[config.mk]
export PLATFORM = sky130hd
export DESIGN_NAME = aic_output_ctrl
export DESIGN_NICKNAME = d
export VERILOG_FILES = /design/src/logic/aic_pkg.sv /design/src/logic/aic_output_ctrl.sv /design/src/logic/aic_pulse_tmr.sv
export VERILOG_INCLUDE_DIRS = /design/src /design/src/logic
export SDC_FILE = /design/constraint.sdc
export NUM_CORES = 1
export LEC_CHECK = 0
export BUFFER_PORTS_ARGS = -buffer_cell sky130_fd_sc_hd__buf_2
export CORE_MARGIN = 8
export CORE_UTILIZATION = 50
export DETAILED_ROUTE_END_ITERATION = 16
export PLACE_DENSITY = 0.67
export REMOVE_ABC_BUFFERS = 1
export SLEW_MARGIN = 40
export SYNTH_ARGS = -nofsm -noshare
export SYNTH_HDL_FRONTEND = slang
export SYNTH_SLANG_ARGS = --single-unit
[constraint.sdc]
create_clock -name sys_clk -period 9.3 [get_ports sys_clk]
set_input_delay 0.93 -clock sys_clk [delete_from_list [all_inputs] [get_ports sys_clk]]
set_output_delay 0.93 -clock sys_clk [all_outputs]
set_load 0.01 [all_outputs]
[src/logic/aic_consts.svh]
`ifndef AIC_CONSTS_SVH
`define AIC_CONSTS_SVH

// ****************************************
// register offsets (byte addresses)
// ****************************************
`define AIC_CTRL_OFS    12'h000
`define AIC_DUR_OFS     12'h004
`define AIC_VOL_OFS     12'h008
`define AIC_TMO_OFS     12'h00c
`define AIC_STAT_OFS    12'h010
`define AIC_TEMP_OFS    12'h014
`define AIC_OWED_OFS    12'h018

// ****************************************
// control field positions
// ****************************************
`define AIC_B_SOL       0
`define AIC_B_LAMP      1
`define AIC_B_SHUT      2
`define AIC_B_VALVE     3
`define AIC_B_ACK       4
`define AIC_B_PUMP      5
`define AIC_B_FPO       6
`define AIC_B_ACTION    7
`define AIC_TSRC_LSB    8
`define AIC_TSRC_MSB    9
`define AIC_SCALE_LSB   10
`define AIC_SCALE_MSB   11
`define AIC_MODE_LSB    12
`define AIC_MODE_MSB    15

// ****************************************
// reset values
// ****************************************
`define AIC_CTRL_RST    32'h0000_0000
`define AIC_DUR_RST     32'h0003_d090
`define AIC_VOL_RST     16'h0064
`define AIC_TMO_RST     8'h05

// ****************************************
// timing
// ****************************************
`define AIC_CLK_HZ      250000000
`define AIC_FPO_MAX_HZ  300
`define AIC_MINUTE_S    60

`endif

[src/logic/aic_pkg.sv]
package aic_pkg;

  // injector acknowledge modes
  typedef enum logic [3:0] {
    ACK_PISTON     = 4'h0,
    ACK_INV_PISTON = 4'h1,
    ACK_POST       = 4'h2,
    ACK_DOUBLE     = 4'h3,
    ACK_LAST       = 4'h4,
    ACK_EXT        = 4'h5,
    ACK_INV_EXT    = 4'h6,
    ACK_ENDS       = 4'h7,
    ACK_INV_ENDS   = 4'h8,
    ACK_MID        = 4'h9
  } aic_ack_mode_t;

  // temperature source
  typedef enum logic [1:0] {
    TSRC_NONE = 2'h0,
    TSRC_RTD  = 2'h1,
    TSRC_AI   = 2'h2
  } aic_tsrc_t;

  typedef struct packed {
    logic        psel;
    logic        penable;
    logic        pwrite;
    logic [11:0] paddr;
    logic [31:0] pwdata;
  } aic_apb_req_t;

  typedef struct packed {
    logic [31:0] prdata;
    logic        pready;
    logic        pslverr;
  } aic_apb_rsp_t;

  // field pins, bit order used by the synchroniser
  typedef struct packed {
    logic alarm_in;
    logic dev_vol_tick;
    logic wild_pulse;
    logic add_flow;
    logic close_req;
    logic inject_trig;
    logic permissive;
    logic tank_empty;
  } aic_pins_t;

  typedef struct packed {
    logic [31:0] cnt;
  } aic_tmr_state_t;

  typedef struct packed {
    aic_pins_t   s1;
    aic_pins_t   s2;
    aic_pins_t   s3;
    logic [31:0] ctrl;
    logic [31:0] dur;
    logic [15:0] vol;
    logic [7:0]  tmo;
    logic        txn;
    logic        sol;
    logic        lamp;
    logic        shut;
    logic        valve;
    logic        ack;
    logic        pump;
    logic        fpo;
    logic        disp;
    logic        tog;
    logic [15:0] flow;
    logic [35:0] pre;
    logic [7:0]  mins;
    logic [9:0]  div;
    logic [15:0] owed;
    logic [19:0] gap;
    logic [15:0] temp;
    logic        tval;
    aic_apb_rsp_t rsp;
  } aic_state_t;

endpackage : aic_pkg

[src/logic/aic_output_ctrl.sv]
`timescale 1ns/1ps
`include "aic_consts.svh"
module aic_output_ctrl #(
  parameter logic [19:0] FPO_PERIOD =
    20'((`AIC_CLK_HZ + `AIC_FPO_MAX_HZ - 1) / `AIC_FPO_MAX_HZ),
  parameter logic [35:0] MINUTE_CYC = 36'(64'(`AIC_MINUTE_S) * 64'(`AIC_CLK_HZ))
) (
  input  wire logic                  sys_clk,
  input  wire logic                  rst,
  input  wire aic_pkg::aic_apb_req_t apb_req,
  output aic_pkg::aic_apb_rsp_t      apb_rsp,
  input  wire aic_pkg::aic_pins_t    pins,
  input  wire logic [15:0]           resistance_thermometer_option_input,
  input  wire logic [15:0]           optional_dc_analog_input,
  output logic                       solenoid_out,
  output logic                       alarm_lamp,
  output logic                       shutdown_out,
  output logic                       valve_out,
  output logic                       ack_out,
  output logic                       pump_out,
  output logic                       fpo_out,
  output logic                       alarm_disp,
  output logic [15:0]                temp_value,
  output logic                       temp_valid
);
  import aic_pkg::*;

  aic_state_t    st_r;
  aic_state_t    st_nxt;
  logic          pg_start;
  logic          pg_hold;
  aic_ack_mode_t mode;
  logic [15:0]   q1;
  logic [15:0]   q2;
  logic [15:0]   q3;
  logic [15:0]   flow_inc;
  logic          hit_q1;
  logic          hit_q2;
  logic          hit_q3;
  logic          sol_fall;
  logic          sol_nxt;
  logic          trig_rise;
  logic          close_rise;
  logic          tick_rise;
  logic          vol_done;
  logic          blocked;
  logic          alarm;
  logic          perm;
  logic          perm_rise;
  logic          setup;
  logic          wr;
  logic [9:0]    div_max;

  // ****************************************
  // pulse timer for fixed-length acknowledge
  // ****************************************
  aic_pulse_tmr u_pulse (
    .sys_clk (sys_clk),
    .rst     (rst),
    .start   (pg_start),
    .dur     (st_r.dur),
    .hold    (pg_hold)
  );

  // ****************************************
  // derived terms
  // ****************************************
  // volume marks of one injection
  assign mode     = aic_ack_mode_t'(st_r.ctrl[`AIC_MODE_MSB:`AIC_MODE_LSB]);
  assign q1       = {2'h0, st_r.vol[15:2]};
  assign q2       = {1'h0, st_r.vol[15:1]};
  assign q3       = st_r.vol - q1;
  assign flow_inc = st_r.flow + 16'h1;
  assign hit_q1   = st_r.sol && st_r.s3.add_flow && flow_inc == q1;
  assign hit_q2   = st_r.sol && st_r.s3.add_flow && flow_inc == q2;
  assign hit_q3   = st_r.sol && st_r.s3.add_flow && flow_inc == q3;
  // rising edges: second stage high while the third is still low
  assign trig_rise  = st_r.s2.inject_trig && !st_r.s3.inject_trig;
  assign close_rise = st_r.s2.close_req && !st_r.s3.close_req;
  assign tick_rise  = st_r.s2.dev_vol_tick && !st_r.s3.dev_vol_tick;
  // full volume reached on this meter pulse
  assign vol_done   = st_r.s3.add_flow && flow_inc >= st_r.vol;
  // solenoid decision kept outside the state process: the timer start
  // depends on the fall, and the state process reads the timer back
  assign sol_nxt  = perm && !blocked && st_r.ctrl[`AIC_B_SOL] &&
                    (st_r.sol ? !(close_rise || vol_done) : trig_rise);
  assign sol_fall = st_r.sol && !sol_nxt;
  // alarm sources: tank empty or the external alarm
  assign alarm    = st_r.s3.tank_empty || st_r.s3.alarm_in;
  assign blocked  = st_r.s3.tank_empty ||
                    (alarm && st_r.ctrl[`AIC_B_ACTION]);
  assign perm      = st_r.s3.permissive;
  assign perm_rise = st_r.s2.permissive && !st_r.s3.permissive;
  assign setup    = apb_req.psel && !apb_req.penable;
  assign wr       = apb_req.psel && apb_req.penable && apb_req.pwrite && st_r.rsp.pready;

  // scaled output divider: ticks are thousandths of a device unit
  // a scale of 10^n pulses per unit pays one pulse per 1000/10^n ticks
  always_comb begin
    unique case (st_r.ctrl[`AIC_SCALE_MSB:`AIC_SCALE_LSB])
      2'h0: div_max = 10'h3e7;
      2'h1: div_max = 10'h063;
      2'h2: div_max = 10'h009;
      2'h3: div_max = 10'h000;
    endcase
  end

  // acknowledge pulse starts per mode
  // the fixed-length and extended modes start the timer; the piston and end-sensor modes ignore it
  always_comb begin
    unique case (mode)
      ACK_POST:             pg_start = sol_fall;
      ACK_DOUBLE:           pg_start = hit_q1 || hit_q3;
      ACK_LAST:             pg_start = hit_q3;
      ACK_EXT, ACK_INV_EXT: pg_start = sol_fall;
      ACK_MID:              pg_start = hit_q2;
      default:              pg_start = 1'b0;
    endcase
  end

  // ****************************************
  // next state
  // ****************************************
  always_comb begin
    st_nxt    = st_r;
    // pin synchroniser: two stages against metastability, a third for edges
    // a pin level reaches the outputs four edges after it changes
    st_nxt.s1 = pins;
    st_nxt.s2 = st_r.s1;
    st_nxt.s3 = st_r.s2;

    // register writes take effect in the access phase
    // status, temperature and owed count are read-only
    if (wr) begin
      unique case (apb_req.paddr)
        `AIC_CTRL_OFS: st_nxt.ctrl = apb_req.pwdata;
        `AIC_DUR_OFS:  st_nxt.dur  = apb_req.pwdata;
        `AIC_VOL_OFS:  st_nxt.vol  = apb_req.pwdata[15:0];
        `AIC_TMO_OFS:  st_nxt.tmo  = apb_req.pwdata[7:0];
        default: ;
      endcase
    end

    // ****************************************
    // transaction and solenoid
    // ****************************************
    // transaction follows permissive unless blocked
    st_nxt.txn = perm && !blocked;

    // solenoid open and close, volume count restarts on each opening
    st_nxt.sol = sol_nxt;
    if (!st_r.sol && sol_nxt) begin
      st_nxt.flow = 16'h0;
    end
    // meter pulses still in flight after the close are not counted
    if (st_r.sol && st_r.s3.add_flow) begin
      st_nxt.flow = flow_inc;
    end

    // ****************************************
    // alarm outputs
    // ****************************************
    // no latch, so they clear together with their cause
    // display flag and lamp in either action, shutdown only in shutdown
    st_nxt.disp = alarm;
    st_nxt.lamp = alarm && st_r.ctrl[`AIC_B_LAMP];
    st_nxt.shut = alarm && st_r.ctrl[`AIC_B_ACTION] &&
                  st_r.ctrl[`AIC_B_SHUT];

    // block valve
    st_nxt.valve = st_nxt.txn && st_r.ctrl[`AIC_B_VALVE];

    // ****************************************
    // injector acknowledge
    // ****************************************
    // end-sensor toggle on quarter volume of counted flow
    // the toggle state is kept across injections: one flip per start
    if (hit_q1) begin
      st_nxt.tog = !st_r.tog;
    end

    // acknowledge output per mode
    // codes above the mid-stroke mode keep it low
    unique case (mode)
      ACK_PISTON:     st_nxt.ack = st_nxt.sol;
      ACK_INV_PISTON: st_nxt.ack = !st_nxt.sol;
      ACK_EXT:        st_nxt.ack = st_nxt.sol || pg_start || pg_hold;
      ACK_INV_EXT:    st_nxt.ack = !(st_nxt.sol || pg_start || pg_hold);
      ACK_ENDS:       st_nxt.ack = st_nxt.tog;
      ACK_INV_ENDS:   st_nxt.ack = !st_nxt.tog;
      ACK_POST, ACK_DOUBLE, ACK_LAST, ACK_MID:
                      st_nxt.ack = pg_start || pg_hold;
      default:        st_nxt.ack = 1'b0;
    endcase
    if (!st_r.ctrl[`AIC_B_ACK]) begin
      st_nxt.ack = 1'b0;
    end

    // ****************************************
    // pump control
    // ****************************************
    // pump idle timer, restarted by wild stream pulses
    // the timer only runs with the permissive low; a zero timeout stops
    // the pump as soon as the permissive falls
    if (st_r.s3.wild_pulse || perm) begin
      st_nxt.pre  = 36'h0;
      st_nxt.mins = 8'h0;
    end else if (st_r.mins != st_r.tmo) begin
      if (st_r.pre >= MINUTE_CYC - 36'h1) begin
        st_nxt.pre  = 36'h0;
        st_nxt.mins = st_r.mins + 8'h1;
      end else begin
        st_nxt.pre = st_r.pre + 36'h1;
      end
    end
    if (!st_r.ctrl[`AIC_B_PUMP]) begin
      st_nxt.pump = 1'b0;
    end else if (perm_rise) begin
      st_nxt.pump = 1'b1;
    end else if (!perm && st_r.mins == st_r.tmo) begin
      st_nxt.pump = 1'b0;
    end

    // ****************************************
    // scaled pulse output
    // ****************************************
    // scaled pulse accumulation during the transaction, one step per tick
    if (st_r.txn && st_r.ctrl[`AIC_B_FPO] && tick_rise) begin
      if (st_r.div >= div_max) begin
        st_nxt.div  = 10'h0;
        st_nxt.owed = st_r.owed + 16'h1;
      end else begin
        st_nxt.div = st_r.div + 10'h1;
      end
    end
    // pay owed pulses no faster than the top rate
    // a burst of ticks only raises the owed count, the gap keeps the rate;
    // fpo is high for the upper half of each gap
    if (st_r.gap != 20'h0) begin
      st_nxt.gap = st_r.gap - 20'h1;
    end else if (st_nxt.owed != 16'h0) begin
      st_nxt.gap  = FPO_PERIOD - 20'h1;
      st_nxt.owed = st_nxt.owed - 16'h1;
    end
    st_nxt.fpo = st_r.ctrl[`AIC_B_FPO] && st_nxt.gap > (FPO_PERIOD >> 1);

    // ****************************************
    // temperature and register bus
    // ****************************************
    // temperature source select
    // the unused source code reads as no source
    unique case (aic_tsrc_t'(st_r.ctrl[`AIC_TSRC_MSB:`AIC_TSRC_LSB]))
      TSRC_RTD: begin
        st_nxt.temp = resistance_thermometer_option_input;
        st_nxt.tval = 1'b1;
      end
      TSRC_AI: begin
        st_nxt.temp = optional_dc_analog_input;
        st_nxt.tval = 1'b1;
      end
      default: begin
        st_nxt.temp = 16'h0;
        st_nxt.tval = 1'b0;
      end
    endcase

    // apb: data captured in setup, ready in the first access cycle
    // read data is taken in setup so that the access cycle needs no wait;
    // unmapped addresses answer with an error, writes to them are dropped
    st_nxt.rsp.pready  = setup;
    st_nxt.rsp.pslverr = 1'b0;
    if (setup) begin
      st_nxt.rsp.prdata = 32'h0;
      unique case (apb_req.paddr)
        `AIC_CTRL_OFS: st_nxt.rsp.prdata = st_r.ctrl;
        `AIC_DUR_OFS:  st_nxt.rsp.prdata = st_r.dur;
        `AIC_VOL_OFS:  st_nxt.rsp.prdata = {16'h0, st_r.vol};
        `AIC_TMO_OFS:  st_nxt.rsp.prdata = {24'h0, st_r.tmo};
        `AIC_STAT_OFS: st_nxt.rsp.prdata = {22'h0, st_r.tog, st_r.txn,
                         st_r.disp, st_r.fpo, st_r.pump, st_r.ack,
                         st_r.valve, st_r.shut, st_r.lamp, st_r.sol};
        `AIC_TEMP_OFS: st_nxt.rsp.prdata = {15'h0, st_r.tval, st_r.temp};
        `AIC_OWED_OFS: st_nxt.rsp.prdata = {16'h0, st_r.owed};
        default:       st_nxt.rsp.pslverr = 1'b1;
      endcase
    end
  end

  // ****************************************
  // state register
  // ****************************************
  always_ff @(posedge sys_clk) begin
    if (rst) begin
      st_r      <= '0;
      st_r.ctrl <= `AIC_CTRL_RST;
      st_r.dur  <= `AIC_DUR_RST;
      st_r.vol  <= `AIC_VOL_RST;
      st_r.tmo  <= `AIC_TMO_RST;
    end else begin
      st_r <= st_nxt;
    end
  end

  // ****************************************
  // outputs
  // ****************************************
  // outputs straight from the state register
  assign apb_rsp      = st_r.rsp;
  assign solenoid_out = st_r.sol;
  assign alarm_lamp   = st_r.lamp;
  assign shutdown_out = st_r.shut;
  assign valve_out    = st_r.valve;
  assign ack_out      = st_r.ack;
  assign pump_out     = st_r.pump;
  assign fpo_out      = st_r.fpo;
  assign alarm_disp   = st_r.disp;
  assign temp_value   = st_r.temp;
  assign temp_valid   = st_r.tval;
endmodule : aic_output_ctrl

[src/logic/aic_pulse_tmr.sv]
`timescale 1ns/1ps
// ****************************************
// fixed-length pulse timer
// ****************************************
module aic_pulse_tmr (
  input  wire logic        sys_clk,
  input  wire logic        rst,
  input  wire logic        start,
  input  wire logic [31:0] dur,
  output logic             hold
);
  import aic_pkg::*;

  aic_tmr_state_t st_r;
  aic_tmr_state_t st_nxt;

  // load on start, count down to zero
  always_comb begin
    st_nxt = st_r;
    if (start) begin
      st_nxt.cnt = dur;
    end else if (st_r.cnt != 32'h0) begin
      st_nxt.cnt = st_r.cnt - 32'h1;
    end
  end

  // hold keeps the pulse up after its first cycle
  assign hold = (st_r.cnt > 32'h1);

  always_ff @(posedge sys_clk) begin
    if (rst) begin
      st_r <= '0;
    end else begin
      st_r <= st_nxt;
    end
  end
endmodule : aic_pulse_tmr
Word-level counts from Yosys, hierarchy flattened
Cells that the tools add are included.
{ "totals": {"register_bits": 311, "in_bits": 89} }
{ "classes": {"n_reduce_logical": 67, "n_mux": 21, "order_cmp": 5, "bitwise": 3, "addsub": 9, "eq_ne": 25} }
{ "op_table": {"columns": ["op", "n"], "rows": [
  ["32-bit case mux with 7 select lines", 1],
  ["16-bit two-way mux", 5],
  ["36-bit two-way mux", 2],
  ["32-bit two-way mux", 2],
  ["10-bit case mux with 4 select lines", 1],
  ["36-bit by 1-bit adder with 36-bit output (second input constant)", 1],
  ["12-bit by 5-bit == test with 1-bit output (second input constant)", 3],
  ["36-bit by 34-bit greater-or-equal comparator with 1-bit output (second input constant)", 1],
  ["17-bit case mux with 2 select lines", 1],
  ["16-bit by 1-bit adder with 16-bit output (second input constant)", 2],
  ["32-bit by 1-bit > comparator with 1-bit output (second input constant)", 1],
  ["32-bit nonzero test", 1],
  ["32-bit by 1-bit subtractor with 32-bit output (second input constant)", 1],
  ["1-bit logical AND", 26],
  ["12-bit by 4-bit == test with 1-bit output (second input constant)", 2],
  ["20-bit by 19-bit > comparator with 1-bit output (second input constant)", 1],
  ["20-bit two-way mux", 1],
  ["20-bit nonzero test", 1],
  ["20-bit by 1-bit subtractor with 20-bit output (second input constant)", 1],
  ["16-bit by 14-bit == test with 1-bit output", 1],
  ["16-bit by 15-bit == test with 1-bit output", 1],
  ["16-bit == test", 1],
  ["4-bit by 3-bit == test with 1-bit output (second input constant)", 4],
  ["16-bit greater-or-equal comparator", 1],
  ["other kinds (30)", 68]
]} }

Logic depth before layout (Yosys ltp)
{ "logic_depth": {"ltp_word": 14, "ltp_mapped": 17, "depth_no_buf": 16} }

By module
Synthesis repeated with hierarchy kept, for this count alone.
{ "unflattened": {"cells_unflattened": 2082, "hier_area_um2": 17105.2} }
{ "modules_own_cells": {"columns": ["module", "cells_per_inst", "area_per_inst_um2", "n_inst"], "rows": [
  ["aic_output_ctrl", 1855, 15168.3, 1],
  ["aic_pulse_tmr", 227, 1936.9, 1]
]} }

Worst setup path before layout
Ideal clock, no wire load.
{ "synth_timing": {"path_type": "register -> register", "startpoint": "register st_r[234] (netlist bit)", "endpoint": "register st_r[76] (netlist bit)", "n_path_buf": 2, "setup_time_ns": 0.133, "stages_incl_launch_ff": 16, "path_slack_ns": 5.697, "t_arrival_ns": 3.471, "required_time_ns": 9.167, "cell_sequence": "dfxtp_1 > or2_2 > ha_1 > a21oi_1 > o21ai_0 > a211oi_2 > buf_2 > nand2b_1 > mux2i_1 > ha_1 > nand3_1 > o41a_1 > buf_2 > a41oi_1 > o21ai_0 > nor3b_1"} }
{ "synth_via": {"elab_chain_len": 8, "elab_cells_between_ends": 12} }
{ "synth_rtl": {"columns": ["item", "line_no", "rtl"], "rows": [
  ["from (decl)", "aic_output_ctrl.sv:28", "aic_state_t st_r;"],
  ["from (signal assigned)", "aic_output_ctrl.sv:300", "st_r <= st_nxt;"],
  ["2-bit == test (tied with other cells)", "aic_output_ctrl.sv:100", "unique case (st_r.ctrl[`AIC_SCALE_MSB:`AIC_SCALE_LSB])"],
  ["10-bit case mux with 4 select lines *", "aic_output_ctrl.sv:100", null],
  ["10-bit greater-or-equal comparator *", "aic_output_ctrl.sv:229", "if (st_r.div >= div_max) begin"],
  ["16-bit two-way mux *", "aic_output_ctrl.sv:229", null],
  ["16-bit two-way mux *", "aic_output_ctrl.sv:228", "if (st_r.txn && st_r.ctrl[`AIC_B_FPO] && tick_rise) begin"],
  ["16-bit by 1-bit subtractor with 16-bit output / 16-bit nonzero test (equally long branches)", "aic_output_ctrl.sv:243, aic_output_ctrl.sv:241", null],
  ["36-bit two-way mux", "aic_output_ctrl.sv:241", "end else if (st_nxt.owed != 16'h0) begin"],
  ["16-bit two-way mux *", "aic_output_ctrl.sv:239", "if (st_r.gap != 20'h0) begin"]
]} }
Every way passes the cells marked *; elsewhere a longest branch is shown, timed or not. The select of a mux whose other input is x is not followed.
A chain may end at the register's enable or synchronous reset.

Final worst setup path
{ "layout_timing": {"startpoint": "register st_r[141] (netlist bit)", "endpoint": "register u_pulse.st_r[24] (netlist bit)"} }
{ "layout_via": {"elab_chain_len": 11, "elab_cells_between_ends": 19} }
{ "layout_rtl": {"columns": ["item", "line_no", "rtl"], "rows": [
  ["16-bit by 1-bit adder with 16-bit output *", "aic_output_ctrl.sv:73", "assign flow_inc = st_r.flow + 16'h1;"],
  ["16-bit greater-or-equal comparator", "aic_output_ctrl.sv:82", "assign vol_done = st_r.s3.add_flow && flow_inc >= st_r.vol;"],
  ["1-bit logical AND", "aic_output_ctrl.sv:82", null],
  ["1-bit logical OR", "aic_output_ctrl.sv:86", "(st_r.sol ? !(close_rise || vol_done) : trig_rise);"],
  ["1-bit zero test", "aic_output_ctrl.sv:86", null],
  ["1-bit two-way mux", "aic_output_ctrl.sv:86", null],
  ["1-bit logical AND", "aic_output_ctrl.sv:85", "assign sol_nxt = perm && !blocked && st_r.ctrl[`AIC_B_SOL] &&"],
  ["1-bit zero test", "aic_output_ctrl.sv:87", "assign sol_fall = st_r.sol && !sol_nxt;"],
  ["1-bit logical AND", "aic_output_ctrl.sv:87", null],
  ["1-bit case mux with 4 select lines *", "aic_output_ctrl.sv:111", "unique case (mode)"],
  ["32-bit two-way mux / 2-bit nonzero test (equally long branches)", null, null],
  ["to (signal assigned)", "aic_pulse_tmr.sv:34", "st_r <= st_nxt;"],
  ["to (decl)", "aic_pulse_tmr.sv:14", "aic_tmr_state_t st_r;"]
]} }
Every way passes the cells marked *; elsewhere a longest branch is shown, timed or not.

==> run summary <==
status - complete, no violations
FFs w/ async S/R, synth - 0%
Die H - 200 um
Slew @ Worst Pin - 0.855 ns
# clock sinks - 311
Synth Register Bits - 311
Root Driver - clkbuf_16
EDFF count, synth - 0
GR Overflow Total - 0
via count - 14,900
HP Class - flip-flop to flip-flop
total track usage - 23.8%
largest net degree at the start of global routing - 92
Clock power frac - 34.9%
Sw Ratio - 33.3%
Max stage delay on crit path - 0.59 ns
post-route ant nets - 0
RePlAce Congestion - 0.952
# rows - 67
Register Area - 6230 um^2
CTS max path bufs - 3
H-tree depth - 2
Tmin final - 4.53 ns
Gate power share - 25.1%
register area share after synthesis - 36.9%
clk_skew - 0.0212 ns
post_cts resized - 0
core footprint - 33,400 um^2
# hold bufs at CTS - 0
P_leak - 0.00728 uW
die area - 39,800 um^2
drt initial violations - 1,298
Fill cells - 3,197
Slew HR - 42.5%
layout cells sized above 1 - 13.2%
critical path startpoint category - flip-flop
P_sw - 1320 uW
clock latency on the worst-skew pair - 0.53 ns
total CTS buffers - 35
vias per cell - 5.72
TritonCTS clock tree - built
vias in the first global route - 13,900
wire per inst - 18.6 um
mean post-synth cell area - 8.04 um^2
fin crit share - 48.7%
Worst-path clk slew - 0.06 ns
Port Buffers - 147
critical-path cell list - ha_1 -> nand3_2 -> nor3_2 -> xnor2_1 -> inv_1 -> ha_1 -> nand2_1 -> o21ai_0 -> a41o_1 -> nand4_1 -> o21ai_0 -> nand2_1 -> o21ai_1 -> nor2_4 -> buf_8 -> buf_16 -> mux2i_1 -> nor2_1
Critical Path Slowest Stage Cell - dfxtp_1
DRC Markers - 0
Initial DRT Pass Iterations - 6
most frequent cells in the layout - dfxtp_1 (311), nand2_1 (273), nor2_1 (265)
Ys Warns - 0
max-slew violation count - 0
Worst Path Buf+Inv - 3
Synth cell types - 79
# Post-CTS Setup Buffers - 0
Worst Path Required - 9.69 ns
post-synthesis cell area - 16,900 um^2
commonest non-fill, non-tap cell in the layout - dfxtp_1
Hold Vio Cnt, Final - 0
Final #Nets - 2,271
CP Capture Type - flip-flop
Max FO, Critical Path - 26
Arrival @ worst endpoint - 4.91 ns
Die Wd - 200 um
VDD IR max - 0.000178 V
post-synthesis cell count - 2,097
prevailing post-synth register cell - dfxtp_1
RSZ-0062 raised after global routing - false
crit-path leading delay family - simple AND/OR/NAND/NOR gates
sequential power share - 40.0%
multi-input logic area - 9640 um^2
Area Overhead vs Synth - 10.9%
num ports - 148
Max Freq - 221 MHz
total wire length - 48,400 um
max-cap violations - 0
Power Density - 211 nW/um^2
critical path class - flip-flop to flip-flop
first-pass GRT wire length - 76,300 um
final hold slack - 0.433 ns
setup TNS - 0 ns
Final Setup Violations - 0
Final HPWL DP - 34,900 um
Int Pwr - 2630 uW
initial core utilization - 50.5%
antenna violations before repair - 5
through the flow:
| step | power (uW) | cell area [um^2] | cells | setup WS [ns] | utilization, % |
|---|---|---|---|---|---|
| floorplan | 2330 | 16000 | 1926 | 4.59 | - |
| global placement | 2550 | 17500 | 2539 | 4.68 | 52.3 |
| detailed placement | 2570 | 17500 | 2541 | 4.81 | 52.5 |
| CTS | 3950 | 18700 | 2605 | 4.81 | 56.0 |
| global route | 4170 | 18700 | 2607 | 4.41 | 56.0 |
| finish | 3950 | 18700 | 2607 | 4.77 | 56.0 |
flip-flops by register name (all words and copies together), names as in the netlist, 4 cells and up:
signal        cells
q1               14
mode              4
temp_value       16
u_pulse.st_r     32
apb_rsp          34
st_nxt           16
st_r            184
tightest hold or removal path, cell delays in order, from the launching register on:
cell,delay (ns)
dfxtp_1,0.30
inv_1,0.05
nor2_1,0.04
cell usage after synthesis (9+ instances only):
cell / count / area, um^2
a21oi_1: 162 / 811
and3_1: 23 / 144
xnor3_1: 10 / 225
nand2b_1: 13 / 81.3
buf_2: 9 / 45.0
o21ai_1: 11 / 55.1
nor4_1: 29 / 181
or3_1: 27 / 169
dfxtp_1: 311 / 6230
nand2_1: 274 / 1030
a31oi_1: 18 / 113
and2_1: 9 / 56.3
nor2b_1: 35 / 219
a211oi_1: 20 / 150
nor2_1: 267 / 1000
clkbuf_1: 101 / 379
or2_2: 16 / 100
o21ai_0: 51 / 255
xnor2_1: 102 / 893
xor2_1: 72 / 631
nor3_1: 50 / 250
nand3_1: 64 / 320
inv_1: 51 / 191
ha_1: 51 / 638
a22oi_1: 66 / 495
mux2i_1: 23 / 230
a222oi_1: 10 / 100
buf_4: 51 / 383
or4_1: 9 / 67.6
nand4_1: 31 / 194
layer usage:
metal	wire length, um	track usage [%]	up-vias	share of wire, %
met2	21900	37.8	510	45
met5	71	0	-	0.15
li1	-	-	7302	-
met3	4000	5.46	82	8.3
met4	1220	6.98	6	2.5
met1	21300	31.8	7014	44
power groups by stage:
| stage | Clock [uW] | Sequential, uW | Combinational (uW) |
|---|---|---|---|
| global route | 1460 | 1600 | 1120 |
| floorplan | 0 | 1570 | 759 |
| global placement | 0 | 1600 | 947 |
| finish | 1380 | 1580 | 991 |
| CTS | 1400 | 1580 | 972 |
| detailed placement | 0 | 1600 | 966 |
final cells by class:
class,count,area share [%]
inverters,51,1.02
clock buffers,39,4.93
diodes,2,0.0268
repair buffers,167,4.92
flip-flops and latches,311,33.3
clock inverters,25,1.19
well taps,448,3.00
multi-input cells,1564,51.6
cells by family (layout without fill, tap and decap cells):
kind of cell | after synthesis | in the layout | share of synthesized area (%)
AND/OR/NAND/NOR | 893 | 893 | 25.3
AO/OA/AOI/OAI | 403 | 403 | 15.1
flip-flops | 311 | 311 | 36.9
buffers and inverters | 222 | 282 | 6.25
XOR/XNOR | 187 | 187 | 10.7
adder cells (fa/ha/maj) | 52 | 52 | 3.91
multiplexers | 29 | 29 | 1.83
other | 0 | 2 | 0
path summary, 6_finish.rpt:
kind               start          endpoint  slack, ns  depth (start not counted)
max reg2reg    st_r[141]  u_pulse.st_r[24]       4.77                         18
min reg2reg  st_nxt[256]              perm       0.43                          2
max            st_r[141]  u_pulse.st_r[24]       4.77                         18
min          st_nxt[256]              perm       0.43                          2
Note: power is estimated with default switching activity, not from simulation.
